==> config.mk <==
export PLATFORM = sky130hd
export DESIGN_NAME = tswseq_sequencer
export DESIGN_NICKNAME = d
export VERILOG_FILES = /design/src/tswseq_pkg.sv /design/src/tswseq_sequencer.sv
export VERILOG_INCLUDE_DIRS = /design/src
export SDC_FILE = /design/constraint.sdc
export NUM_CORES = 1
export LEC_CHECK = 0
export BUFFER_PORTS_ARGS = -buffer_cell sky130_fd_sc_hd__buf_2
export CORE_AREA = 5 5 367 369
export DETAILED_ROUTE_END_ITERATION = 10
export DIE_AREA = 0 0 372 374
export PLACE_DENSITY = 0.48
export SLEW_MARGIN = 20
export SYNTH_ARGS = -nofsm -noshare
export SYNTH_HDL_FRONTEND = slang
export SYNTH_SLANG_ARGS = --single-unit
==> constraint.sdc <==
create_clock -name mclk -period 2.87 [get_ports mclk]
set_clock_uncertainty 0.2 [all_clocks]
set_input_delay 0.7175 -clock mclk [delete_from_list [all_inputs] [get_ports mclk]]
set_output_delay 0.7175 -clock mclk [all_outputs]
set_load 0.05 [all_outputs]
==> src/tswseq_cfg.svh <==
`ifndef TSWSEQ_CFG_SVH
`define TSWSEQ_CFG_SVH

`define TSWSEQ_ADR_CTRL 4'h0
`define TSWSEQ_ADR_STATUS 4'h4
`define TSWSEQ_ADR_COUNT 4'h8
`define TSWSEQ_CTRL_LARGE 0
`define TSWSEQ_CTRL_RESET 1'h0
`define TSWSEQ_ZONE_PROT_BIT 7
`define TSWSEQ_ZONE_ZERO_HI 6
`define TSWSEQ_ZONE_ZERO_LO 4
`define TSWSEQ_CFG_PROT 8'h80
`define TSWSEQ_CFG_NORMAL 8'h00
`define TSWSEQ_CFG_FUSE 8'h01
`define TSWSEQ_PROT_MAX_LEN 5'h07

`endif

==> src/tswseq_pkg.sv <==
package tswseq_pkg;

	typedef enum logic [1:0] {
		OP_SET_ZONE,
		OP_WRITE_USER,
		OP_WRITE_CONFIG
	} tswseq_op_type;

	typedef enum logic [1:0] {
		AREA_USER,
		AREA_CONFIG,
		AREA_STAGE,
		AREA_FLAG
	} tswseq_area_type;

	typedef enum {
		ST_BOOT_FLAG,
		ST_BOOT_STAGE,
		ST_IDLE,
		ST_STAGE,
		ST_SET_FLAG,
		ST_COPY,
		ST_CLEAR_FLAG,
		ST_DIRECT,
		ST_RESP
	} tswseq_state_type;

endpackage

==> src/tswseq_sequencer.sv <==
// Added by the designer: the Wishbone register port and the placing of the registers.
`timescale 1ns/1ps
`default_nettype none
`include "tswseq_cfg.svh"

module tswseq_sequencer (
	input wire logic mclk,
	input wire logic arst_n,
	input wire logic wb_cyc_i,
	input wire logic wb_stb_i,
	input wire logic wb_we_i,
	input wire logic [3:0] wb_adr_i,
	input wire logic [3:0] wb_sel_i,
	input wire logic [31:0] wb_dat_i,
	output logic [31:0] wb_dat_o,
	output logic wb_ack_o,
	input wire logic cmdValid,
	output logic cmdReady,
	input wire tswseq_pkg::tswseq_op_type cmdOp,
	input wire logic [7:0] command_parameter_byte,
	input wire logic [15:0] cmdAddr,
	input wire logic [4:0] cmdLen,
	input wire logic [255:0] cmdData,
	output logic respValid,
	output logic respAck,
	output logic tear_protect_enable,
	output logic [3:0] zoneSel,
	output logic eeReq,
	output logic eeWrite,
	output tswseq_pkg::tswseq_area_type eeArea,
	output logic [15:0] eeAddr,
	output logic [4:0] eeLen,
	output tswseq_pkg::tswseq_area_type eeTag,
	output logic [255:0] eeWdata,
	input wire logic eeDone,
	input wire logic [255:0] eeRdata,
	input wire logic [15:0] eeRaddr,
	input wire logic [4:0] eeRlen,
	input wire tswseq_pkg::tswseq_area_type eeRtag
);
	import tswseq_pkg::*;

	// ------------------------------------------------------------------
	// State
	// ------------------------------------------------------------------
	tswseq_state_type state_q;
	logic issued_q;
	logic largeVariant_q;
	logic [15:0] protCount_q;
	logic [15:0] tgtAddr_q;
	logic [4:0] tgtLen_q;
	tswseq_area_type tgtArea_q;
	logic [255:0] tgtData_q;
	logic ackPending_q;
	logic stepState;
	logic wbHit;
	logic cmdTake;

	function automatic logic isStep(input tswseq_state_type s);
		isStep = (s == ST_BOOT_FLAG) || (s == ST_BOOT_STAGE) || (s == ST_STAGE) ||
			(s == ST_SET_FLAG) || (s == ST_COPY) || (s == ST_CLEAR_FLAG) ||
			(s == ST_DIRECT);
	endfunction

	assign stepState = isStep(state_q);
	assign wbHit = wb_cyc_i && wb_stb_i && !wb_ack_o;
	// The reader is held off until the power-up recovery has finished.
	// commands blocked
	assign cmdReady = (state_q == ST_IDLE);
	assign cmdTake = cmdValid && cmdReady;

	// ------------------------------------------------------------------
	// Command decode
	// ------------------------------------------------------------------
	logic decOk;
	logic decProt;
	logic decWrite;
	logic decZone;
	tswseq_area_type decArea;

	always_comb begin
		decOk = 1'b0;
		decProt = 1'b0;
		decWrite = 1'b0;
		decZone = 1'b0;
		decArea = AREA_USER;
		case (cmdOp)
			OP_SET_ZONE: begin
				decZone = (command_parameter_byte[`TSWSEQ_ZONE_ZERO_HI:`TSWSEQ_ZONE_ZERO_LO] == 3'h0);
				decOk = decZone;
			end
			OP_WRITE_USER: begin
				decWrite = 1'b1;
				decProt = tear_protect_enable;
				decOk = 1'b1;
			end
			OP_WRITE_CONFIG: begin
				decWrite = 1'b1;
				decArea = AREA_CONFIG;
				if (command_parameter_byte == `TSWSEQ_CFG_NORMAL) begin
					decOk = 1'b1;
				end else if (command_parameter_byte == `TSWSEQ_CFG_PROT) begin
					decOk = largeVariant_q;
					decProt = 1'b1;
				end else if (command_parameter_byte == `TSWSEQ_CFG_FUSE) begin
					decOk = (cmdLen == 5'h00);
				end
			end
			default: begin
				decOk = 1'b0;
			end
		endcase
		if (decProt && (cmdLen > `TSWSEQ_PROT_MAX_LEN)) begin
			decOk = 1'b0;
		end
	end

	// ------------------------------------------------------------------
	// Protect mode and zone
	// ------------------------------------------------------------------
	// Only a zone select from the reader touches the mode; the register file cannot.
	// reader-only mode
	always_ff @(posedge mclk or negedge arst_n) begin
		if (!arst_n) begin
			tear_protect_enable <= 1'b0;
			zoneSel <= 4'h0;
		end else if (cmdTake && decZone) begin
			tear_protect_enable <= command_parameter_byte[`TSWSEQ_ZONE_PROT_BIT];
			zoneSel <= command_parameter_byte[3:0];
		end
	end

	// ------------------------------------------------------------------
	// Sequencer
	// ------------------------------------------------------------------
	// The flag is written only after the staged record is complete, and cleared
	// only after the final copy, so a torn sequence either loses the write or
	// replays it from the staging record at the next power-up.
	always_ff @(posedge mclk or negedge arst_n) begin
		if (!arst_n) begin
			state_q <= ST_BOOT_FLAG;
		end else begin
			case (state_q)
				ST_BOOT_FLAG: begin
					if (issued_q && eeDone) begin
						state_q <= eeRdata[0] ? ST_BOOT_STAGE : ST_IDLE;
					end
				end
				ST_BOOT_STAGE, ST_SET_FLAG: begin
					if (issued_q && eeDone) begin
						state_q <= ST_COPY;
					end
				end
				ST_IDLE: begin
					if (cmdTake) begin
						if (decOk && decWrite) begin
							state_q <= decProt ? ST_STAGE : ST_DIRECT;
						end else begin
							state_q <= ST_RESP;
						end
					end
				end
				ST_STAGE: begin
					if (issued_q && eeDone) begin
						state_q <= ST_SET_FLAG;
					end
				end
				ST_COPY: begin
					if (issued_q && eeDone) begin
						state_q <= ST_CLEAR_FLAG;
					end
				end
				ST_CLEAR_FLAG: begin
					if (issued_q && eeDone) begin
						state_q <= ackPending_q ? ST_RESP : ST_IDLE;
					end
				end
				ST_DIRECT: begin
					if (issued_q && eeDone) begin
						state_q <= ST_RESP;
					end
				end
				ST_RESP: begin
					state_q <= ST_IDLE;
				end
				default: begin
					state_q <= ST_IDLE;
				end
			endcase
		end
	end

	// Latched command, or the record recovered from the staging memory.
	always_ff @(posedge mclk or negedge arst_n) begin
		if (!arst_n) begin
			tgtAddr_q <= 16'h0000;
			tgtLen_q <= 5'h00;
			tgtArea_q <= AREA_USER;
			tgtData_q <= '0;
			ackPending_q <= 1'b0;
			respAck <= 1'b0;
		end else if (cmdTake) begin
			tgtAddr_q <= cmdAddr;
			tgtLen_q <= cmdLen;
			tgtArea_q <= decArea;
			tgtData_q <= cmdData;
			ackPending_q <= 1'b1;
			respAck <= decOk;
		end else if ((state_q == ST_BOOT_STAGE) && issued_q && eeDone) begin
			tgtAddr_q <= eeRaddr;
			tgtLen_q <= eeRlen;
			tgtArea_q <= eeRtag;
			tgtData_q <= eeRdata;
			ackPending_q <= 1'b0;
		end
	end

	always_ff @(posedge mclk or negedge arst_n) begin
		if (!arst_n) begin
			respValid <= 1'b0;
		end else begin
			respValid <= ((state_q == ST_IDLE) && cmdTake && !(decOk && decWrite)) ||
				(((state_q == ST_CLEAR_FLAG) && ackPending_q) || (state_q == ST_DIRECT)) &&
				issued_q && eeDone;
		end
	end

	// ------------------------------------------------------------------
	// Nonvolatile access
	// ------------------------------------------------------------------
	// One programming step per state keeps a protected write at four steps.
	// four steps
	always_ff @(posedge mclk or negedge arst_n) begin
		if (!arst_n) begin
			issued_q <= 1'b0;
			eeReq <= 1'b0;
		end else begin
			eeReq <= stepState && !issued_q;
			if (stepState && !issued_q) begin
				issued_q <= 1'b1;
			end else if (issued_q && eeDone) begin
				issued_q <= 1'b0;
			end
		end
	end

	always_ff @(posedge mclk or negedge arst_n) begin
		if (!arst_n) begin
			eeWrite <= 1'b0;
			eeArea <= AREA_FLAG;
			eeAddr <= 16'h0000;
			eeLen <= 5'h00;
			eeTag <= AREA_USER;
			eeWdata <= '0;
		end else if (stepState && !issued_q) begin
			eeAddr <= tgtAddr_q;
			eeLen <= tgtLen_q;
			eeTag <= tgtArea_q;
			eeWdata <= tgtData_q;
			eeWrite <= (state_q != ST_BOOT_FLAG) && (state_q != ST_BOOT_STAGE);
			case (state_q)
				ST_BOOT_FLAG, ST_SET_FLAG, ST_CLEAR_FLAG: begin
					eeArea <= AREA_FLAG;
					eeWdata <= {255'h0, (state_q == ST_SET_FLAG)};
				end
				ST_BOOT_STAGE, ST_STAGE: begin
					eeArea <= AREA_STAGE;
				end
				default: begin
					eeArea <= tgtArea_q;
				end
			endcase
		end
	end

	// ------------------------------------------------------------------
	// Wishbone slave
	// ------------------------------------------------------------------
	always_ff @(posedge mclk or negedge arst_n) begin
		if (!arst_n) begin
			largeVariant_q <= `TSWSEQ_CTRL_RESET;
		end else if (wbHit && wb_we_i && wb_sel_i[0] && (wb_adr_i == `TSWSEQ_ADR_CTRL)) begin
			largeVariant_q <= wb_dat_i[`TSWSEQ_CTRL_LARGE];
		end
	end

	always_ff @(posedge mclk or negedge arst_n) begin
		if (!arst_n) begin
			protCount_q <= 16'h0000;
		end else if ((state_q == ST_SET_FLAG) && issued_q && eeDone) begin
			protCount_q <= protCount_q + 16'h0001;
		end
	end

	always_ff @(posedge mclk or negedge arst_n) begin
		if (!arst_n) begin
			wb_ack_o <= 1'b0;
			wb_dat_o <= 32'h00000000;
		end else begin
			wb_ack_o <= wbHit;
			wb_dat_o <= 32'h00000000;
			if (wbHit && !wb_we_i) begin
				case (wb_adr_i)
					`TSWSEQ_ADR_CTRL: begin
						wb_dat_o <= {31'h0, largeVariant_q};
					end
					`TSWSEQ_ADR_STATUS: begin
						wb_dat_o <= {24'h0, zoneSel, ackPending_q, !cmdReady,
							tear_protect_enable, largeVariant_q};
					end
					`TSWSEQ_ADR_COUNT: begin
						wb_dat_o <= {16'h0, protCount_q};
					end
					default: begin
						wb_dat_o <= 32'h00000000;
					end
				endcase
			end
		end
	end

endmodule
`default_nettype wire

# ---- Word level (Yosys, flattened, before mapping)
# Cells that the tools add are included.
dict set report word_totals {
  reg_bits 653
  in_bits 613
  out_inout_bits 324
  elab_cells 141
}
dict set report classes {
  addsub 1
  magnitude_cmp 1
  n_eq_ne 28
  n_mux 39
  n_reduce_logical 50
}
# op count
set ops {}
lappend ops {{two-way mux 256 bit} 3}
lappend ops {{two-way mux 32 bit} 7}
lappend ops {{one-hot mux 32 bit (7 select lines)} 1}
lappend ops {{== test 32 x 3 -> 1 bit, second input constant} 6}
lappend ops {{== test 32 x 4 -> 1 bit, second input constant} 4}
lappend ops {{== test 32 x 2 -> 1 bit, second input constant} 3}
lappend ops {{logical NOT 32 bit} 2}
lappend ops {{two-way mux 16 bit} 3}
lappend ops {{one-hot mux 16 bit (3 select lines)} 1}
lappend ops {{== test 32 x 1 -> 1 bit, second input constant} 1}
lappend ops {{inequality test 32 x 2 -> 1 bit, second input constant} 1}
lappend ops {{nonzero test 32 bit} 1}
lappend ops {{logical AND 1 bit} 22}
lappend ops {{adder 16 x 1 -> 16 bit, second input constant} 1}
lappend ops {{inequality test 2 bit, second input constant} 7}
lappend ops {{two-way mux 1 bit} 13}
lappend ops {{two-way mux 5 bit} 2}
lappend ops {{== test 8 x 1 -> 1 bit, second input constant} 1}
lappend ops {{== test 8 bit, second input constant} 1}
lappend ops {{logical NOT 8 bit} 1}
lappend ops {{logical OR 1 bit} 8}
lappend ops {{two-way mux 4 bit} 2}
lappend ops {{AND reduction 7 bit} 1}
lappend ops {{two-way mux 2 bit} 3}
lappend ops {{17 further kinds} 24}

# ---- Longest topological paths before layout
dict set report logic_depth {
  ltp_word 10
  ltp_mapped 9
  ltp_nobuf 6
}

# ---- Worst setup path after synthesis
# Ideal clock, no wire load.
dict set report synth_path {
  kind {input port to flip-flop}
  startpoint {input port cmdOp[0]}
  endpoint {register respValid}
  setup_time_ns 0.124
  arrival_ns 2.111
  required_time_ns 2.546
  slack_ns 0.435
  cell_stages 6
  n_path_buf 0
  path_cell_list {inv_1 > ha_1 > or4b_2 > a21oi_1 > a31oi_1 > a211o_1}
}
dict set report synth_between {
  elab_chain_len 8
  word_cells_on_any_way 13
  cone_classes {2 x eq/ne; 4 x mux; 7 x reduce/logical}
}
# element line_no
set synth_rtl {}
lappend synth_rtl {{start, declared} tswseq_sequencer.sv:19} ;# input wire tswseq_pkg::tswseq_op_type cmdOp,
lappend synth_rtl {{== test 2 bit / == test 2 x 1 -> 1 bit (equally long branches)} tswseq_sequencer.sv:87} ;# case (cmdOp)
lappend synth_rtl {{one-hot mux 1 bit (2 select lines)} tswseq_sequencer.sv:87}
lappend synth_rtl {{logical AND 1 bit} tswseq_sequencer.sv:113} ;# if (decProt && (cmdLen > `TSWSEQ_PROT_MAX_LEN)) begin
lappend synth_rtl {{two-way mux 1 bit} tswseq_sequencer.sv:113}
lappend synth_rtl {{logical AND 1 bit *} tswseq_sequencer.sv:222} ;# respValid <= ((state_q == ST_IDLE) && cmdTake && !(decOk && decWrite)) ||
lappend synth_rtl {{logical NOT 1 bit *} tswseq_sequencer.sv:222}
lappend synth_rtl {{logical AND 1 bit *} tswseq_sequencer.sv:222}
lappend synth_rtl {{logical OR 1 bit *} tswseq_sequencer.sv:222}
lappend synth_rtl {{end signal, assigned} tswseq_sequencer.sv:222}
lappend synth_rtl {{end, declared} tswseq_sequencer.sv:24} ;# output logic respValid,
# Every way passes the cells marked *; elsewhere a longest branch is shown, timed or not.
# A chain may end at the register's enable or synchronous reset.

# ---- Worst setup path in the final report
dict set report layout_path {
  startpoint {register state_q[2]}
  endpoint {output port cmdReady}
}
dict set report layout_between {
  elab_chain_len 1
}
# element line_no
set layout_rtl {}
lappend layout_rtl {{start, declared} tswseq_sequencer.sv:46} ;# tswseq_state_type state_q;
lappend layout_rtl {{start signal, assigned} tswseq_sequencer.sv:146} ;# state_q <= eeRdata[0] ? ST_BOOT_STAGE : ST_IDLE;
lappend layout_rtl {{start signal, assigned} tswseq_sequencer.sv:157} ;# state_q <= decProt ? ST_STAGE : ST_DIRECT;
lappend layout_rtl {{start signal, assigned} tswseq_sequencer.sv:175} ;# state_q <= ackPending_q ? ST_RESP : ST_IDLE;
lappend layout_rtl {{== test 32 x 3 -> 1 bit} tswseq_sequencer.sv:69} ;# assign cmdReady = (state_q == ST_IDLE);
lappend layout_rtl {{end, declared} tswseq_sequencer.sv:18} ;# output logic cmdReady,
# Every way passes these cells.

==> impl_metrics.env <==
export IMPL_outcome="finished clean"
export IMPL_use_met2=0.239
export IMPL_clkSlewWorstSetupHoldPaths_ns=0.06
export IMPL_max_cap_violations=0
export IMPL_dieArea_mm2=0.139
export IMPL_design_area_mm2=0.0366
export IMPL_rsz0062_at_grt="yes"
export IMPL_setup_violations=0
export IMPL_dr_pass1_iters=5
export IMPL_yosysTopAreaCellShare=0.603
export IMPL_p_per_area_mw_per_mm2=1090
export IMPL_core_mm2=0.131
export IMPL_clk_latency_ns=0.66
export IMPL_p_switching_w=0.0168
export IMPL_syn_to_final_growth_pct=45.0
export IMPL_dp_hpwl_mm=77.1
export IMPL_syn_inst=2118
export IMPL_min_period_ns=2.75
export IMPL_cellInternalPower_w=0.0230
export IMPL_tritoncts="done"
export IMPL_finalCritPeriodShare=0.960
export IMPL_max_freq_mhz=363
export IMPL_critPathMaxFanout=3
export IMPL_antenna_found_initial=34
export IMPL_grt_total_usage=0.142
export IMPL_grt_max_degree=66
export IMPL_htreeDepth=3
export IMPL_met3_usage=0.0456
export IMPL_busiest_layer="met2"
export IMPL_ff_latch_area_mm2=0.0152
export IMPL_slew_headroom=0.550
export IMPL_remaining_drc_errors=0
export IMPL_dpl_cell_count=4705
export IMPL_synth_edff_count=0
export IMPL_drtAntennaViolNets=0
export IMPL_startpoint_type="register"
export IMPL_p_comb_frac=0.405
export IMPL_cp_arrival_ns=1.84
export IMPL_hold_slack_ns=0.0906
export IMPL_avgSynthCellArea_um2=11.9
export IMPL_path_class="reg2out"
export IMPL_min_from="cmdData[114]"
export IMPL_async_reset_ff_frac=1.00
export IMPL_synth_cell_types=59
export IMPL_place_area_mm2=0.0320
export IMPL_ys_seq_elements=609
export IMPL_drv_slew=0
export IMPL_grt_use_met1=0.171
export IMPL_grt_pass1_vias=21900
export IMPL_final_nets=3840
export IMPL_yosys_top_cells_area="dfrtp_1 60%, mux2i_1 11%, a22o_1 8.9%"
export IMPL_multi_input_area_mm2=0.00892
export IMPL_nFillCells=13800
export IMPL_routed_wl_mm=102
export IMPL_wl_per_cell_um=20.3
export IMPL_drt_iter0_markers=1172
export IMPL_yosysTopAreaCell="dfrtp_1"
export IMPL_static_leakage_power_nw=17.0
export IMPL_gp_congestion=0.808
export IMPL_layoutNonFillerInstCount=5056
export IMPL_critPathLaunch="state_q[2]"
export IMPL_seq_area_frac_synth=0.605
export IMPL_vias=20700
export IMPL_numClockSinks=609
export IMPL_grt_pass1_wl_mm=148
export IMPL_hold_path_class="in2reg"
export IMPL_critPathRequiredTime_ns=1.95
export IMPL_fin_util=0.280
export IMPL_end_kind="output pin"
export IMPL_finalHoldViolations=0
export IMPL_drive_gt1_frac=0.345
export IMPL_ys_top_cells_by_count="607 x dfrtp_1, 361 x nand2_1, 279 x mux2i_1"
export IMPL_clkPwrFrac=0.243
export IMPL_synth_ff_type="dfrtp_1"
export IMPL_reg2reg_from="state_q[2]"
export IMPL_ir_drop_mv=0.634
export IMPL_io_buffers=886
export IMPL_yosysMostFrequentCell="dfrtp_1"
export IMPL_swShare=0.422
export IMPL_die_w_um=372
export IMPL_cts_root_buf="clkbuf_16"
export IMPL_clockBufferDepth=3
export IMPL_synth_warnings=0
export IMPL_avgViaCountPerCell=4.10
export IMPL_seq_power_share=0.352
export IMPL_ios=937
export IMPL_synthesis_area_mm2=0.0252
export IMPL_worstMarginPinSlew_ns=0.674
export IMPL_die_h_um=374
export IMPL_rows=133
export IMPL_cts_buffers=75
export IMPL_overflow=0
export IMPL_initial_core_util=0.193
metal layers:
| metal | vias up | wire [µm] |
|---|---|---|
| met1 | 10200 | 41800 |
| met5 | - | 131 |
| met2 | 615 | 50100 |
| met4 | 22 | 3200 |
| met3 | 161 | 7250 |
| li1 | 9798 | - |
cell families (layout without fill, tap and decap cells):
kind of cell,after synthesis,in the layout,synth area share
xor+xnor,15,15,0.00521
flops,609,609,0.605
compound gates,571,571,0.154
other cells,1,42,0.000149
fa+ha+maj,5,5,0.00248
mux,286,286,0.115
buf+inv,186,1328,0.0447
simple gates,445,445,0.0740
stage by stage:
step	setup TNS (ns)	worst slack, ns	power, W
after floorplan	0	0.435	0.0244
after global placement	0	0.150	0.0300
after detailed placement	0	0.131	0.0303
after CTS	0	0.00447	0.0405
after global routing	-0.00528	-0.00528	0.0421
final	0	0.115	0.0398
power by group through the flow:
stage | registers, W | clock network, W | logic (W)
floorplan | 0.0179 | 0 | 0.00654
global placement | 0.0141 | 0 | 0.0159
detailed placement | 0.0142 | 0 | 0.0161
CTS | 0.0140 | 0.0100 | 0.0164
global route | 0.0144 | 0.0104 | 0.0174
finish | 0.0140 | 0.00967 | 0.0161
path summary, 6_finish.rpt:
kind / slack (ns) / cells after the start / end
min in group asynchronous: 0.39 / 2 / tgtData_q[229]
worst min register to register: 0.26 / 2 / eeAddr[8]
worst min-delay path: 0.09 / 3 / tgtData_q[114]
worst max-delay path: 0.12 / 3 / cmdReady
worst max register to register: 0.24 / 7 / tgtData_q[148]
max in group asynchronous: 1.18 / 3 / eeWdata[78]
placed cells by master (no fill, tap or decap), drive strengths merged, types with 24 or more instances in the layout:
| master | n |
|---|---|
| mux2i | 279 |
| o21ai | 284 |
| dfrtp | 607 |
| dlygate4sd3 | 192 |
| a22o | 255 |
| nor2 | 24 |
| clkbuf | 105 |
| diode | 26 |
| buf | 996 |
| nand2 | 361 |
state kept, by name, summed over array words and instances (netlist names), 5 cells and up:
| signal | flops |
|---|---|
| eeLen | 5 |
| tgtAddr_q | 16 |
| tgtData_q | 256 |
| eeAddr | 16 |
| tgtLen_q | 5 |
| eeWdata | 256 |
| protCount_q | 16 |
| wb_dat_o | 16 |
cell type report:
type / instances / area share
sequential: 609 / 0.417
multi-input combinational: 1338 / 0.244
timing repair buffer: 1188 / 0.208
tap: 1755 / 0.0600
clock buffer: 105 / 0.0583
clock inverter: 25 / 0.0101
antenna: 26 / 0.00178
inverter: 10 / 0.00109
worst max-delay path, stage by stage, from the launching register on:
cell and delay (ns):
dfrtp_2 0.40, or4b_4 0.56, inv_4 0.09, buf_12 0.13
what timing repair did:
| item | 4_1_cts | 5_1_grt |
|---|---|---|
| endpoints found under the setup margin | 1 | 1 |
| buffers inserted | 3 | 0 |
| pin swaps | 1 | 0 |
| hold buffers | 192 | 0 |
| endpoints found under the hold margin | 206 | 0 |
| gates resized for setup | 6 | 1 |
Note: power is estimated with default switching activity, not from simulation.
